===== config.mk =====
export PLATFORM = sky130hd
export DESIGN_NAME = pfw_ctrl
export DESIGN_NICKNAME = d
export VERILOG_FILES = /design/src/rtl/pfw_pkg.sv /design/src/rtl/pfw_ctrl.sv /design/src/rtl/pfw_protect_check.sv
export SDC_FILE = /design/constraint.sdc
export NUM_CORES = 1
export LEC_CHECK = 0
export ABC_CLOCK_PERIOD_IN_PS = 7800
export CORE_ASPECT_RATIO = 1.25
export CORE_MARGIN = 5
export CORE_UTILIZATION = 35
export DETAILED_ROUTE_END_ITERATION = 7
export DONT_BUFFER_PORTS = 1
export GPL_TIMING_DRIVEN = 1
export PLACE_DENSITY = 0.55
export SETUP_SLACK_MARGIN = 0.15
export SLEW_MARGIN = 20
export SYNTH_ARGS = -nofsm -noshare
export SYNTH_HDL_FRONTEND = slang
export SYNTH_HIERARCHICAL = 1
export SYNTH_SLANG_ARGS = --single-unit

===== constraint.sdc =====
create_clock -name sys_clk -period 7.8 [get_ports sys_clk]
set_input_delay 0.78 -clock sys_clk [delete_from_list [all_inputs] [get_ports sys_clk]]
set_output_delay 0.78 -clock sys_clk [all_outputs]
set_load 0.01 [all_outputs]

===== src/rtl/pfw_pkg.sv =====
package pfw_pkg;
   // register access selectors on the cpu-side port
   localparam logic [2:0] SEL_ADDR_LOW = 3'h0;
   localparam logic [2:0] SEL_ADDR_HIGH = 3'h1;
   localparam logic [2:0] SEL_DATA_LOW = 3'h2;
   localparam logic [2:0] SEL_DATA_HIGH = 3'h3;
   localparam logic [2:0] SEL_CONTROL = 3'h4;
   localparam logic [2:0] SEL_UNLOCK = 3'h5;
   // control register field positions
   localparam int CTL_READ_BIT = 0;
   localparam int CTL_WRITE_BIT = 1;
   localparam int CTL_PERMIT_BIT = 2;
   localparam int CTL_CAL_BIT = 6;
   localparam int CTL_ONE_BIT = 7;
   // widths
   localparam int ADDR_W = 13;
   localparam int DATA_W = 14;
   localparam int BLOCK_WORDS = 8;
   // unlock keys
   localparam logic [7:0] UNLOCK_KEY_1 = 8'h55;
   localparam logic [7:0] UNLOCK_KEY_2 = 8'haa;
   // block commit pattern on the low address bits
   localparam logic [2:0] LAST_WORD_LOW = 3'h7;
   localparam logic [3:0] ERASE_ROW_LOW = 4'h3;
   // timing
   localparam int CLK_HZ = 25000000;
   localparam int ERASE_TIME_US = 4000;
   localparam int PWRUP_TIME_US = 72000;
   localparam int ERASE_CYCLES = CLK_HZ / 1000000 * ERASE_TIME_US;
   localparam int PWRUP_CYCLES = CLK_HZ / 1000000 * PWRUP_TIME_US;
   localparam int SETUP_CYCLES = 2;
   localparam int CNT_W = 24;
   // reset values
   localparam logic [7:0] CONTROL_RESET = 8'h80;
   // sequencer states
   typedef enum logic [2:0] {
      PFW_IDLE,
      PFW_READ_WAIT,
      PFW_SETUP,
      PFW_ERASE,
      PFW_PROGRAM,
      PFW_RESUME
   } pfw_state_e;
endpackage : pfw_pkg


===== src/rtl/pfw_ctrl.sv =====
`timescale 1ns/10ps
module pfw_ctrl
   import pfw_pkg::*;
#(
   parameter int ERASE_COUNT = ERASE_CYCLES,
   parameter int PWRUP_COUNT = PWRUP_CYCLES
)
(
   // clock and reset
   input wire logic sys_clk,
   input wire logic rst_n,
   // cpu register port
   input wire logic reg_wr,
   input wire logic reg_rd,
   input wire logic [2:0] reg_sel,
   input wire logic [7:0] reg_wdata,
   output logic [7:0] reg_rdata,
   // configuration
   input wire logic [1:0] write_protect_field,
   input wire logic code_protect_bit,
   input wire logic ext_serial_programming_port,
   // cpu pipeline control
   output logic cpu_skip,
   output logic cpu_stall,
   // flash array
   output logic flash_rd,
   output logic flash_test_space,
   output logic [ADDR_W-1:0] flash_addr,
   input wire logic [DATA_W-1:0] flash_rdata,
   output logic flash_erase,
   output logic flash_prog,
   output logic [DATA_W-1:0] flash_wdata,
   output logic [2:0] flash_word,
   // status and external programming
   output logic powerup_busy,
   output logic test_access_en,
   output logic ext_prog_write_en
);
   logic [7:0] flash_addr_low;
   logic [4:0] flash_addr_high;
   logic [7:0] flash_data_low;
   logic [5:0] flash_data_high;
   logic write_permit;
   logic cal_space_select;
   logic read_trig;
   logic write_trig;
   logic [1:0] unlock_step;
   logic [DATA_W-1:0] buffer [BLOCK_WORDS];
   pfw_state_e state;
   logic [CNT_W-1:0] cnt;
   logic [CNT_W-1:0] pwr_cnt;
   logic [2:0] prog_idx;
   logic do_erase;
   logic writable;
   logic [ADDR_W-1:0] cur_addr;
   logic [ADDR_W-1:0] block_base;
   logic write_req;
   logic write_ok;

   assign cur_addr = {flash_addr_high[4:0], flash_addr_low};
   assign block_base = {cur_addr[ADDR_W-1:3], 3'h0};

   pfw_protect_check u_protect (.word_addr(cur_addr),
      .write_protect_field(write_protect_field), .writable(writable));

   // write trigger accepted only directly after unlock
   assign write_req = reg_wr && reg_sel == SEL_CONTROL && reg_wdata[CTL_WRITE_BIT]
      && state == PFW_IDLE && !write_trig;
   assign write_ok = write_req && unlock_step == 2'h2
      && write_permit && reg_wdata[CTL_PERMIT_BIT]
      && !powerup_busy
      && !cal_space_select && !reg_wdata[CTL_CAL_BIT]
      && writable;

   // power-up timer
   always_ff @(posedge sys_clk)
   begin
      if (!rst_n)
      begin
         pwr_cnt <= '0;
         powerup_busy <= 1'b1;
      end
      else if (powerup_busy)
      begin
         pwr_cnt <= pwr_cnt + 1'b1;
         if (pwr_cnt == CNT_W'(PWRUP_COUNT - 1))
            powerup_busy <= 1'b0;
      end
   end

   // unlock sequence tracker, any other access breaks it
   always_ff @(posedge sys_clk)
   begin
      if (!rst_n)
         unlock_step <= 2'h0;
      else if (reg_wr && reg_sel == SEL_UNLOCK)
      begin
         if (reg_wdata == UNLOCK_KEY_1)
            unlock_step <= 2'h1;
         else if (reg_wdata == UNLOCK_KEY_2 && unlock_step == 2'h1)
            unlock_step <= 2'h2;
         else
            unlock_step <= 2'h0;
      end
      else if (reg_wr || reg_rd)
         unlock_step <= 2'h0;
   end

   // address registers
   always_ff @(posedge sys_clk)
   begin
      if (!rst_n)
      begin
         flash_addr_low <= 8'h00;
         flash_addr_high <= 5'h00;
      end
      else if (reg_wr && state == PFW_IDLE)
      begin
         if (reg_sel == SEL_ADDR_LOW)
            flash_addr_low <= reg_wdata;
         if (reg_sel == SEL_ADDR_HIGH)
            flash_addr_high <= reg_wdata[4:0];
      end
   end

   // data registers, loaded from flash after read
   always_ff @(posedge sys_clk)
   begin
      if (!rst_n)
      begin
         flash_data_low <= 8'h00;
         flash_data_high <= 6'h00;
      end
      else if (state == PFW_READ_WAIT)
      begin
         flash_data_low <= flash_rdata[7:0];
         flash_data_high <= flash_rdata[13:8];
      end
      else if (reg_wr && reg_sel == SEL_DATA_LOW)
         flash_data_low <= reg_wdata;
      else if (reg_wr && reg_sel == SEL_DATA_HIGH)
         flash_data_high <= reg_wdata[5:0];
   end

   // control bits, triggers set-only by software
   always_ff @(posedge sys_clk)
   begin
      if (!rst_n)
      begin
         write_permit <= 1'b0;
         cal_space_select <= 1'b0;
         read_trig <= 1'b0;
         write_trig <= 1'b0;
      end
      else
      begin
         if (reg_wr && reg_sel == SEL_CONTROL)
         begin
            write_permit <= reg_wdata[CTL_PERMIT_BIT];
            cal_space_select <= reg_wdata[CTL_CAL_BIT];
         end
         if (reg_wr && reg_sel == SEL_CONTROL && reg_wdata[CTL_READ_BIT]
            && state == PFW_IDLE)
            read_trig <= 1'b1;
         else if (state == PFW_READ_WAIT)
            read_trig <= 1'b0;
         if (write_ok)
            write_trig <= 1'b1;
         else if (state == PFW_RESUME)
            write_trig <= 1'b0;
      end
   end

   // word buffer loaded on every accepted write
   always_ff @(posedge sys_clk)
   begin
      if (write_ok)
         buffer[cur_addr[2:0]] <= {flash_data_high, flash_data_low};
   end

   // sequencer: read skip, setup, erase stall, program, resume
   always_ff @(posedge sys_clk)
   begin
      if (!rst_n)
      begin
         state <= PFW_IDLE;
         cnt <= '0;
         prog_idx <= 3'h0;
         do_erase <= 1'b0;
      end
      else
      begin
         case (state)
            PFW_IDLE:
            begin
               cnt <= '0;
               prog_idx <= 3'h0;
               if (reg_wr && reg_sel == SEL_CONTROL && reg_wdata[CTL_READ_BIT])
                  state <= PFW_READ_WAIT;
               else if (write_ok)
               begin
                  do_erase <= cur_addr[3:0] == ERASE_ROW_LOW;
                  state <= PFW_SETUP;
               end
            end
            PFW_READ_WAIT:
               state <= PFW_IDLE;
            PFW_SETUP:
            begin
               cnt <= cnt + 1'b1;
               if (cnt == CNT_W'(SETUP_CYCLES - 1))
               begin
                  cnt <= '0;
                  if (cur_addr[2:0] != LAST_WORD_LOW)
                     state <= PFW_RESUME;
                  else if (do_erase)
                     state <= PFW_ERASE;
                  else
                     state <= PFW_PROGRAM;
               end
            end
            PFW_ERASE:
            begin
               cnt <= cnt + 1'b1;
               if (cnt == CNT_W'(ERASE_COUNT - 1))
               begin
                  cnt <= '0;
                  state <= PFW_PROGRAM;
               end
            end
            PFW_PROGRAM:
            begin
               prog_idx <= prog_idx + 1'b1;
               if (prog_idx == 3'(BLOCK_WORDS - 1))
                  state <= PFW_RESUME;
            end
            PFW_RESUME:
               state <= PFW_IDLE;
            default:
               state <= PFW_IDLE;
         endcase
      end
   end

   // flash strobes and cpu control outputs
   always_ff @(posedge sys_clk)
   begin
      if (!rst_n)
      begin
         flash_rd <= 1'b0;
         flash_test_space <= 1'b0;
         flash_addr <= '0;
         flash_erase <= 1'b0;
         flash_prog <= 1'b0;
         flash_wdata <= '0;
         flash_word <= 3'h0;
         cpu_skip <= 1'b0;
         cpu_stall <= 1'b0;
      end
      else
      begin
         flash_rd <= reg_wr && reg_sel == SEL_CONTROL && reg_wdata[CTL_READ_BIT]
            && state == PFW_IDLE;
         flash_test_space <= (reg_wr && reg_sel == SEL_CONTROL) ? reg_wdata[CTL_CAL_BIT]
            : cal_space_select;
         flash_erase <= state == PFW_SETUP && cnt == CNT_W'(SETUP_CYCLES - 1)
            && do_erase && cur_addr[2:0] == LAST_WORD_LOW;
         flash_prog <= state == PFW_PROGRAM;
         flash_word <= prog_idx;
         flash_wdata <= buffer[prog_idx];
         flash_addr <= state == PFW_PROGRAM ? (block_base | ADDR_W'(prog_idx))
            : cur_addr;
         cpu_skip <= state == PFW_IDLE && reg_wr && reg_sel == SEL_CONTROL
            && reg_wdata[CTL_READ_BIT];
         cpu_stall <= state == PFW_ERASE || state == PFW_PROGRAM
            || (state == PFW_SETUP && cur_addr[2:0] == LAST_WORD_LOW);
      end
   end

   // register read mux, unlock reads zero
   always_ff @(posedge sys_clk)
   begin
      if (!rst_n)
         reg_rdata <= 8'h00;
      else
      begin
         case (reg_sel)
            SEL_ADDR_LOW: reg_rdata <= flash_addr_low;
            SEL_ADDR_HIGH: reg_rdata <= {3'h0, flash_addr_high};
            SEL_DATA_LOW: reg_rdata <= flash_data_low;
            SEL_DATA_HIGH: reg_rdata <= {2'h0, flash_data_high};
            SEL_CONTROL: reg_rdata <= {1'b1, cal_space_select, 3'h0, write_permit,
               write_trig, read_trig};
            default: reg_rdata <= 8'h00;
         endcase
      end
   end

   // code protection gates external access only
   always_ff @(posedge sys_clk)
   begin
      if (!rst_n)
      begin
         test_access_en <= 1'b0;
         ext_prog_write_en <= 1'b0;
      end
      else
      begin
         test_access_en <= !code_protect_bit;
         ext_prog_write_en <= ext_serial_programming_port && !code_protect_bit;
      end
   end
endmodule : pfw_ctrl


===== src/rtl/pfw_protect_check.sv =====
`timescale 1ns/10ps
// decides whether a word address lies in a write-protected segment
module pfw_protect_check
   import pfw_pkg::*;
(
   // address and configuration
   input wire logic [ADDR_W-1:0] word_addr,
   input wire logic [1:0] write_protect_field,
   // result
   output logic writable
);
   // 11 none, 10 lowest 512 words, 01 lower half, 00 everything
   always_comb
   begin
      case (write_protect_field)
         2'h3: writable = 1'b1;
         2'h2: writable = (word_addr[12:9] != 4'h0);
         2'h1: writable = word_addr[12];
         default: writable = 1'b0;
      endcase
   end
endmodule : pfw_protect_check

### Word level (Yosys, flattened, before mapping)

Memory sizes are Yosys's and may differ from the RTL's. A register that Yosys moved wholly into a read port is not among the register bits.
Cells that the tools add are included.

* logic and storage cells: 141
* memory bits (read-only): 0
* memory bits (writable): 112
* input bits: 33
* register bits: 120
* output and inout port bits: 47
* memories: 1
* latch bits: 0

* $lt $le $gt $ge: 0
* multiplexer cells: 32
* div/mod/pow operators: 0
* bitwise operators: 2
* $add $sub $neg: 3
* multiply operators: 0
* eq/ne operators: 29
* shifts and indexed selects: 0
* reduce and logical (&&, ||, !) cells: 49

Memory list
* buffer: depth 8, bits a word 14, rd ports 1, clocked after Yosys merged registers in 1, wr ports 1, line pfw_ctrl.sv:48 `logic [DATA_W-1:0] buffer [BLOCK_WORDS];`

Operators by type and width (count)
* $pmux W24 S3: 1
* $add A24 B1 Y24 const B: 2
* $mux W24: 2
* $pmux W8 S5: 1
* $logic_and A1 B1 Y1: 25
* $eq A24 B1 Y1 const B: 1
* $eq A24 B17 Y1 const B: 1
* $eq A24 B21 Y1 const B: 1
* $mux W3: 7
* $eq A3 B3 Y1 const B: 6
* $mux W6: 3
* $mux W8: 2
* $mux W13: 1
* $or A13 B3 Y13: 1
* $eq A3 B2 Y1 const B: 4
* $pmux W3 S4: 1
* $reduce_bool A2 Y1: 6
* $eq A8 B7 Y1 const B: 1
* $eq A8 B8 Y1 const B: 1
* $mux W1: 8
* $mux W2: 4
* $ne A2 B2 Y1 const B: 4
* $eq A2 B2 Y1 const B: 3
* $eq A3 B1 Y1 const B: 2
* other kinds (15): 27

### Logic depth before layout (Yosys ltp)

Gate-level depths: netlist (run 1).

* depth in word-level cells: 15
* mapped depth: 8
* mapped depth without buffers: 7

### Modules after synthesis

Netlist (run 1), hierarchy kept.

Modules (own cells, without submodules)
* pfw_ctrl: sequential area each 6045.8 um^2, area each 9965.8 um^2, times used 1, cells an instance 826
* pfw_protect_check: sequential area each 0.0 um^2, area each 18.8 um^2, times used 1, cells an instance 4

### Worst setup path before layout (run 1)

Ideal clock, no wire load.

* path kind: input -> register
* from: in reg_sel[2]
* to: mem buffer[4][0] (enable)
* setup time: 0.406 ns
* cell stages on the path: 6
* required time: 7.394 ns
* arrival time: 3.083 ns
* setup slack: 4.311 ns
* buffers on the path: 2
* cell sequence: clkbuf_1 -> nor4bb_1 -> clkbuf_1 -> nand3_1 -> or2_2 -> nor3b_1

* cells in the longest elaborated chain, start to end: 14

Ends and longest elaborated chain
* from (decl): line pfw_ctrl.sv:15 `input wire logic [2:0] reg_sel,`
* $eq A3 B3 Y1: line pfw_ctrl.sv:67 `assign write_req = reg_wr && reg_sel == SEL_CONTROL && reg_wdata[CTL_WRITE_BIT]`
* $logic_and A1 B1 Y1 (2 in series): line pfw_ctrl.sv:67
* $logic_and A1 B1 Y1 (2 in series): line pfw_ctrl.sv:68 `&& state == PFW_IDLE && !write_trig;`
* $logic_and A1 B1 Y1: line pfw_ctrl.sv:69 `assign write_ok = write_req && unlock_step == 2'h2`
* $logic_and A1 B1 Y1 (2 in series): line pfw_ctrl.sv:70 `&& write_permit && reg_wdata[CTL_PERMIT_BIT]`
* $logic_and A1 B1 Y1: line pfw_ctrl.sv:71 `&& !powerup_busy`
* $logic_and A1 B1 Y1 (2 in series): line pfw_ctrl.sv:72 `&& !cal_space_select && !reg_wdata[CTL_CAL_BIT]`
* $logic_and A1 B1 Y1: line pfw_ctrl.sv:73 `&& writable;`
* $mux W1: line pfw_ctrl.sv:177 `if (write_ok)`
* $mux W1 (implied by the code): line pfw_ctrl.sv:178 `buffer[cur_addr[2:0]] <= {flash_data_high, flash_data_low};`
* to (decl): line pfw_ctrl.sv:48

No other way between the ends.

### Worst setup path in the final report (run 1)

* from: reg flash_addr_high[4]
* to: mem buffer[0][6] (enable)

* cells in the longest elaborated chain, start to end: 5

Ends and longest elaborated chain
* from (decl): line pfw_ctrl.sv:40 `logic [4:0] flash_addr_high;`
* from (signal assigned): line pfw_ctrl.sv:122 `flash_addr_high <= reg_wdata[4:0];`
* $reduce_bool A4 Y1: line pfw_protect_check.sv:17 `2'h2: writable = (word_addr[12:9] != 4'h0);`
* $pmux W1 S3 (*): line pfw_protect_check.sv:15 `case (write_protect_field)`
* named net writable: line pfw_ctrl.sv:54 `logic writable;`
* $logic_and A1 B1 Y1 (*): line pfw_ctrl.sv:73
* $mux W1 (*): line pfw_ctrl.sv:177
* $mux W1 (implied by the code) (*): line pfw_ctrl.sv:178

Mark *: on every way through the listed nets, which the timed path passes. The rest lies on a longest branch.

==> results of run 1 <==
cell usage in the layout (no fill, tap or decap), drive strengths merged, types with 3 or more instances in the layout:
master / synthesis / layout
dfxtp: 134 / 134
edfxtp: 112 / 112
nor2: 100 / 100
mux2i: 51 / 51
nand2: 45 / 45
clkbuf: 40 / 35
nor3: 32 / 32
mux4: 30 / 30
nand3: 28 / 28
a21oi: 26 / 26
nand4: 24 / 24
xnor2: 21 / 21
a211oi: 17 / 17
o21ai: 17 / 17
and2: 17 / 17
nor4: 13 / 13
clkinv: 2 / 11
inv: 10 / 10
and3: 10 / 10
or3: 10 / 10
buf: 11 / 9
nor2b: 8 / 8
and4: 7 / 7
xor2: 7 / 7
ha: 5 / 5
nand2b: 4 / 4
o311ai: 4 / 4
a31oi: 4 / 4
nand3b: 4 / 4
nor4bb: 4 / 4
or2: 4 / 4
clkinvlp: 0 / 4
o21a: 3 / 3
o22a: 3 / 3
sequential cells by signal, indices dropped and copies added, names as in the netlist, 3 cells and up:
name             flops
buffer             112
cnt                 24
flash_addr          13
flash_addr_high      5
flash_addr_low       8
flash_data_high      6
flash_data_low       8
flash_wdata         14
flash_word           3
prog_idx             3
pwr_cnt             24
reg_rdata            8
state                3
synth_stat cells (all sizes together) (3+ instances only):
library cell  count
a211oi           17
a21oi            26
a31oi             4
and2             17
and3             10
and4              7
buf              11
clkbuf           40
dfxtp           134
edfxtp          112
ha                5
inv              10
mux2i            51
mux4             30
nand2            45
nand2b            4
nand3            28
nand3b            4
nand4            24
nor2            100
nor2b             8
nor3             32
nor4             13
nor4bb            4
o21a              3
o21ai            17
o22a              3
o311ai            4
or2               4
or3              10
xnor2            21
xor2              7
report_power, final:
part	internal (mW)	switching, mW	leakage [nW]
clock	0.678	0.501	0.391
sequential	1.35	0.0171	2.13
combinational	0.0203	0.0307	1.14
cell families after synthesis:
logic type | after synthesis | synth area share, %
AOI/OAI and AO/OA | 87 | 5.73
xor gates and xnor gates | 28 | 2.46
adders and majority gates | 5 | 0.627
buffers and inverters | 63 | 2.44
DFF | 246 | 60.6
muxes | 82 | 12.0
and+or+nand+nor | 319 | 16.2
area by class of cell:
class,instances,area [um2],area share (%)
well taps,355,444,3.98
repair buffers,9,67.6,0.605
inverters,12,46.3,0.415
flip-flops and latches,246,6050,54.2
multi-input cells,521,3740,33.5
clock buffers,35,716,6.41
clock inverters,14,100,0.897
worst min path at each step:
| stage | start | to | slack [ns] | cells after the start |
|---|---|---|---|---|
| 2_1_floorplan | flash_addr_low[4] | flash_addr[4] | 0.45 | 1 |
| 3_3_place_gp | pwr_cnt[13] | pwr_cnt[13] | 0.49 | 2 |
| 3_5_place_dp | flash_addr_low[6] | flash_addr[6] | 0.48 | 1 |
| 4_1_cts | rst_n | powerup_busy | 0.31 | 1 |
| 5_1_grt | rst_n | powerup_busy | 0.31 | 1 |
| 6_report | rst_n | powerup_busy | 0.33 | 1 |
metal layers:
layer / up-vias / track usage (%) / share of wire [%]
met5: - / 0 / 0.029
met4: 2 / 3.03 / 1.4
met3: 32 / 3.23 / 4.9
met2: 121 / 27.0 / 52
met1: 3136 / 18.9 / 41
li1: 3057 / - / -
==> results.md, run 1 <==
- Fillcell total: around 2700
- Worst hold slack: about 0.33 ns
- Worst Setup EP: buffer[0][6]
- H-tree depth: 1
- Vias in the first global route: ~6400
- CP most frequent cell: a21oi_1
- I/O pin total: 80
- Final hold violation count: 0
- CP delay by family, top: simple AND/OR/NAND/NOR gates
- Netlist Area Pre-Place: 9980 um2
- Gate Count Post-Synth: 830
- Worst Reg2Reg Path Length in Cells: 7
- # nets final: about 860
- Synth top area share: 33.7%
- Longest Clk Path Bufs: 3
- GRT Resource Usage Total: 15.1%
- Design Area, Final: 11200 um2
- Starting DRT DRC Count: approximately 420
- DR vias/cell: 5.33
- Synth area leaders: edfxtp_1 34%, dfxtp_1 27%, mux4_2 6.8%
- Max frequency: 337 MHz
- Vias post-DR: 6348
- Initial antenna violation count: 1
- Final setup viols: 0
- Core area: 28300 um2
- Final Max Tran Viols: 0
- Leak pwr: ~3.7 nW
- Crit path largest cell delay: between 0.8 and 0.9 ns
- Stages on the worst setup path: 7
- Fin crit period: 2.97 ns
- Post-synth top flop: dfxtp_1
- Post-Synthesis Net Count: 868
- Post-synth EDFFs: between 100 and 150
- Final cycle utilization of the critical path: 38.0%
- CTS Hold Bufs: 0
- Yosys warns: 6
- Max FO, Critical Path: 14
- P&R area growth vs syn: 11.8%
- Critical Path Source: flash_addr_high[4]
- DP Area: 10300 um2
- RR Endpoint: buffer[0][6]
- First-pass GRT wire length: 38200 um
- Syn Area/Cell: 12.0 um2
- Post-route ant nets: 0
- Unrepaired setup endpoints after global routing: false
- Hold Path Class: in -> reg
- PostCTS Resize Cnt: 0
- Status: finished, final reports clean
- Post-synthesis cell type count: 52
- Worst EP arrival: 3.10 ns
- Startpoint Class: flip-flop
- Crit end category: flip-flop
- Final Util: 39.4%
- Max IR drop VDD: roughly 120 uV
- DR pass1 iterations: 4
- Post-synth top area cell: edfxtp_1
- Synth async-reset ratio: 0%
- GR Overflow Total: 0
- RePlAce Congestion: ~0.8
- Tot Pwr: between 2 and 3 mW
- Yosys reg bits: 246
- Post-CTS setup repair buffer count: 0
- CTS Buf Count: 27
- CTS sink cnt: ~250
- Hpwl dp: ~17000 um
- Die area: 32000 um2
- Dpl cells: 1143
- PwrDens: 233 nW/um2
- Worst path required time: approximately 7.9 ns
- Post-Route WL: 24400 um
- Worst-Skew Late Latency: roughly 0.52 ns
- Initial Util: 35.3%
- Post-route insts no fill: 1192
- R2r setup slk: around 4.8 ns
- Setup WS pre-CTS: 4.31 ns
- Antenna cells: 0
- Final worst-path setup slack: between 4 and 5 ns
- Fin Setup TNS: 0 ns
- Die W: around 160 um
- Post-route clock skew: ~0.01 ns
- Crit path cell chain: a21oi_1 > a21oi_1 > nor4bb_1 > and3_1 > nand3_1 > or2_2 > nor3_2
- Input/output buffers: 0
- Max-Cap Viols: 0
- CTS tree: done
- Worst Setup Path Type: reg -> reg
- Worst slew pin tran: roughly 1.1 ns
- Layout cell share with drive strength beyond 1: 11.5%
- Relative max-transition margin: 28.1%
- Clk slew on worst S/H paths: 0.06 ns
- FF-to-FF Start: flash_addr_high[4]
- Wire length per cell: around 20 um
- CTS root buf: clkbuf_16
- Worst path bufs/invs: 0
- Largest net degree at the start of global routing: 62
- # DRC: 0
- Die Ht: 199 um
- Worst path slowest cell: nor3_2
- Seq/Total Area, Yosys: 60.6%
- Num rows: 69
Power figures use the tool's default switching activity.
==> run 2: changes to the inputs <==
- ABC_CLOCK_PERIOD_IN_PS: 7800 -> 2740
- clock period: 7.8 -> 2.74 ns (I/O delays scaled with it)
==> results.md, run 2 (synthesis results as in run 1) <==
- H-tree depth: 1 (unchanged)
- Hold Crit Endpoint: reg_rdata[1]
- Worst Reg2Reg Path Length in Cells: 8 (+1)
- PwrDens: 646 nW/um2 (+180%)
- Post-route insts no fill: 1245 (+4.4%)
- Critical Path Source: flash_addr_high[4]
- # nets final: 907 (+6.1%)
- Startpoint Class: flip-flop
- Status: finished, final reports clean
- Worst path required time: 2.97 ns (-4.96 ns)
- Most frequent cells in the layout: 133 x dfxtp_1, 112 x edfxtp_1, 100 x nor2_1
- Fin Setup TNS: 0 ns (unchanged)
- Max-Cap Viols: 0 (unchanged)
- Layout cell share with drive strength beyond 1: 13.3% (+1.8 points)
- Post-CTS setup repair buffer count: 0 (unchanged)
- Crit end category: flip-flop
- RePlAce Congestion: 0.790 (-1.1%)
- Max frequency: 400 MHz (+19%)
- Hpwl dp: 16500 um (-0.92%)
- Final Util: 41.3% (+1.9 points)
- Worst slew pin tran: 1.01 ns (-0.0674 ns)
- Design Area, Final: 11700 um2 (+4.9%)
- Worst hold slack: 0.0181 ns (-0.312 ns)
- Final setup viols: 0 (unchanged)
- Sequential Power Share: 51.5% (-1.2 points)
- Final hold violation count: 0 (unchanged)
- Die W: 161 um (unchanged)
- P&R area growth vs syn: 17.2%
- Post-route clock skew: 0.0288 ns (+0.0188 ns)
- GRT Resource Usage Total: 15.1% (about the same)
- Wire length per cell: 19.5 um (-4.6%)
- CTS root buf: clkbuf_16
- Clock power frac: 45.8% (+0.5 points)
- Hold path depth: 2 (+1)
- CTS Buf Count: 26 (-3.7%)
- Post-Route WL: 24300 um (-0.39%)
- Psw: 1.66 mW (+200%)
- Largest net degree at the start of global routing: 58 (-6.5%)
- FF-to-FF Start: flash_addr_high[4]
- Flip-flop count of the largest register after layout: 112 (unchanged)
- Starting DRT DRC Count: 320 (-25%)
- Input/output buffers: 0 (unchanged)
- RR Endpoint: buffer[4][5]
- Post-route ant nets: 0 (unchanged)
- Dpl cells: 1161 (+1.6%)
- DP Area: 10500 um2 (+1.5%)
- First-pass GRT wire length: 38100 um (-0.18%)
- Pint: 5.90 mW (+190%)
- Final Max Tran Viols: 0 (unchanged)
- Vias post-DR: 6649 (+4.7%)
- Fin crit period: 2.50 ns (-0.468 ns)
- Longest Clk Path Bufs: 3 (unchanged)
- GR Overflow Total: 0 (unchanged)
- Die Ht: 199 um (unchanged)
- Switch share: 22.0% (+0.89 points)
- CTS tree: done
- DR vias/cell: 5.34 (+0.28%)
- Final cycle utilization of the critical path: 91.2% (+53 points)
- I/O pin total: 80 (unchanged)
- Unrepaired setup endpoints after global routing: false
- Worst Setup Path Type: reg -> reg
- Hold Path Class: in -> reg
- Relative max-transition margin: 32.5% (+4.4 points)
- Worst-Skew Late Latency: 0.54 ns (+0.02 ns)
- Worst EP arrival: 2.73 ns (-0.37 ns)
- CTS sink cnt: 246 (unchanged)
- Most common cell after layout, fill and taps aside: dfxtp_1
- Max IR drop VDD: 368 uV (+200%)
- Leak pwr: 3.93 nW (+7.1%)
- # DRC: 0 (unchanged)
- Max FO, Critical Path: 14 (unchanged)
- Vias in the first global route: 6678 (+5.1%)
- Comb pwr share: 2.7% (+0.7 points)
- Core area: 28300 um2 (unchanged)
- Die area: 32000 um2 (unchanged)
- Clk slew on worst S/H paths: 0.06 ns (about the same)
- Initial Util: 35.3% (unchanged)
- Num rows: 69 (unchanged)
- Hold_sp: reg_sel[0]
- R2r setup slk: 0.24 ns (-4.59 ns)
- Initial antenna violation count: 1 (unchanged)
- DR pass1 iterations: 5 (+1)
[run 2: worst max-delay path by stage]
| stage | to | slack [ns] | depth (start not counted) |
|---|---|---|---|
| floorplan | buffer[1][0] | 0.13 | 5 |
| global placement | buffer[4][0] | 0.32 | 8 |
| detailed placement | buffer[4][1] | 0.26 | 8 |
| CTS | prog_idx[1] | 0.17 | 6 |
| global route | buffer[4][5] | 0.16 | 8 |
| finish | buffer[4][5] | 0.24 | 8 |
[run 2: power by group through the flow]
stage / Clock, mW / Sequential (mW) / Combinational, mW
after CTS: 3.57 / 3.90 / 0.205
after floorplan: 0 / 3.95 / 0.131
after detailed placement: 0 / 3.98 / 0.151
final: 3.46 / 3.90 / 0.207
after global placement: 0 / 3.98 / 0.150
after global routing: 3.70 / 3.90 / 0.227
[run 2: worst max-delay path: stages, from the launching register on]
cell and delay, ns:
dfxtp_1 0.39, a21oi_1 0.09, a21oi_1 0.20, nor4bb_1 0.29, and3_1 0.28, nand3_1 0.15
or2_2 0.37, nor3b_4 0.25, buf_12 0.17
[run 2: stage by stage]
stage,total power [mW],worst slack [ns]
6_report,7.57,0.241
3_5_place_dp,4.13,0.258
3_3_place_gp,4.13,0.316
5_1_grt,7.83,0.161
4_1_cts,7.67,0.171
2_1_floorplan,4.09,0.131
[run 2: per-layer routing]
metal  share of wire [%]  global-route usage, %  vias to the layer above
met3                 4.9                   3.15                       59
li1                    -                      -                     3166
met2                  52                   26.9                      162
met1                  40                   18.2                     3262
met4                 3.1                   4.93                        0
met5                   0                      0                        -
[run 2: timing repair]
item,in CTS,in global routing
hold buffers,33,2
hold endpoints to repair,63,2
gates resized for setup,0,2
setup endpoints to repair,0,20
[run 2: layout make-up]
cell class,count,area (um2)
Inverter,12,46.3
Timing Repair Buffer,62,582
Fill cell,2681,16600
Tap cell,355,444
Clock inverter,20,196
Sequential cell,246,6050
Antenna cell,1,2.50
Multi-Input combinational cell,521,3730
Clock buffer,28,658
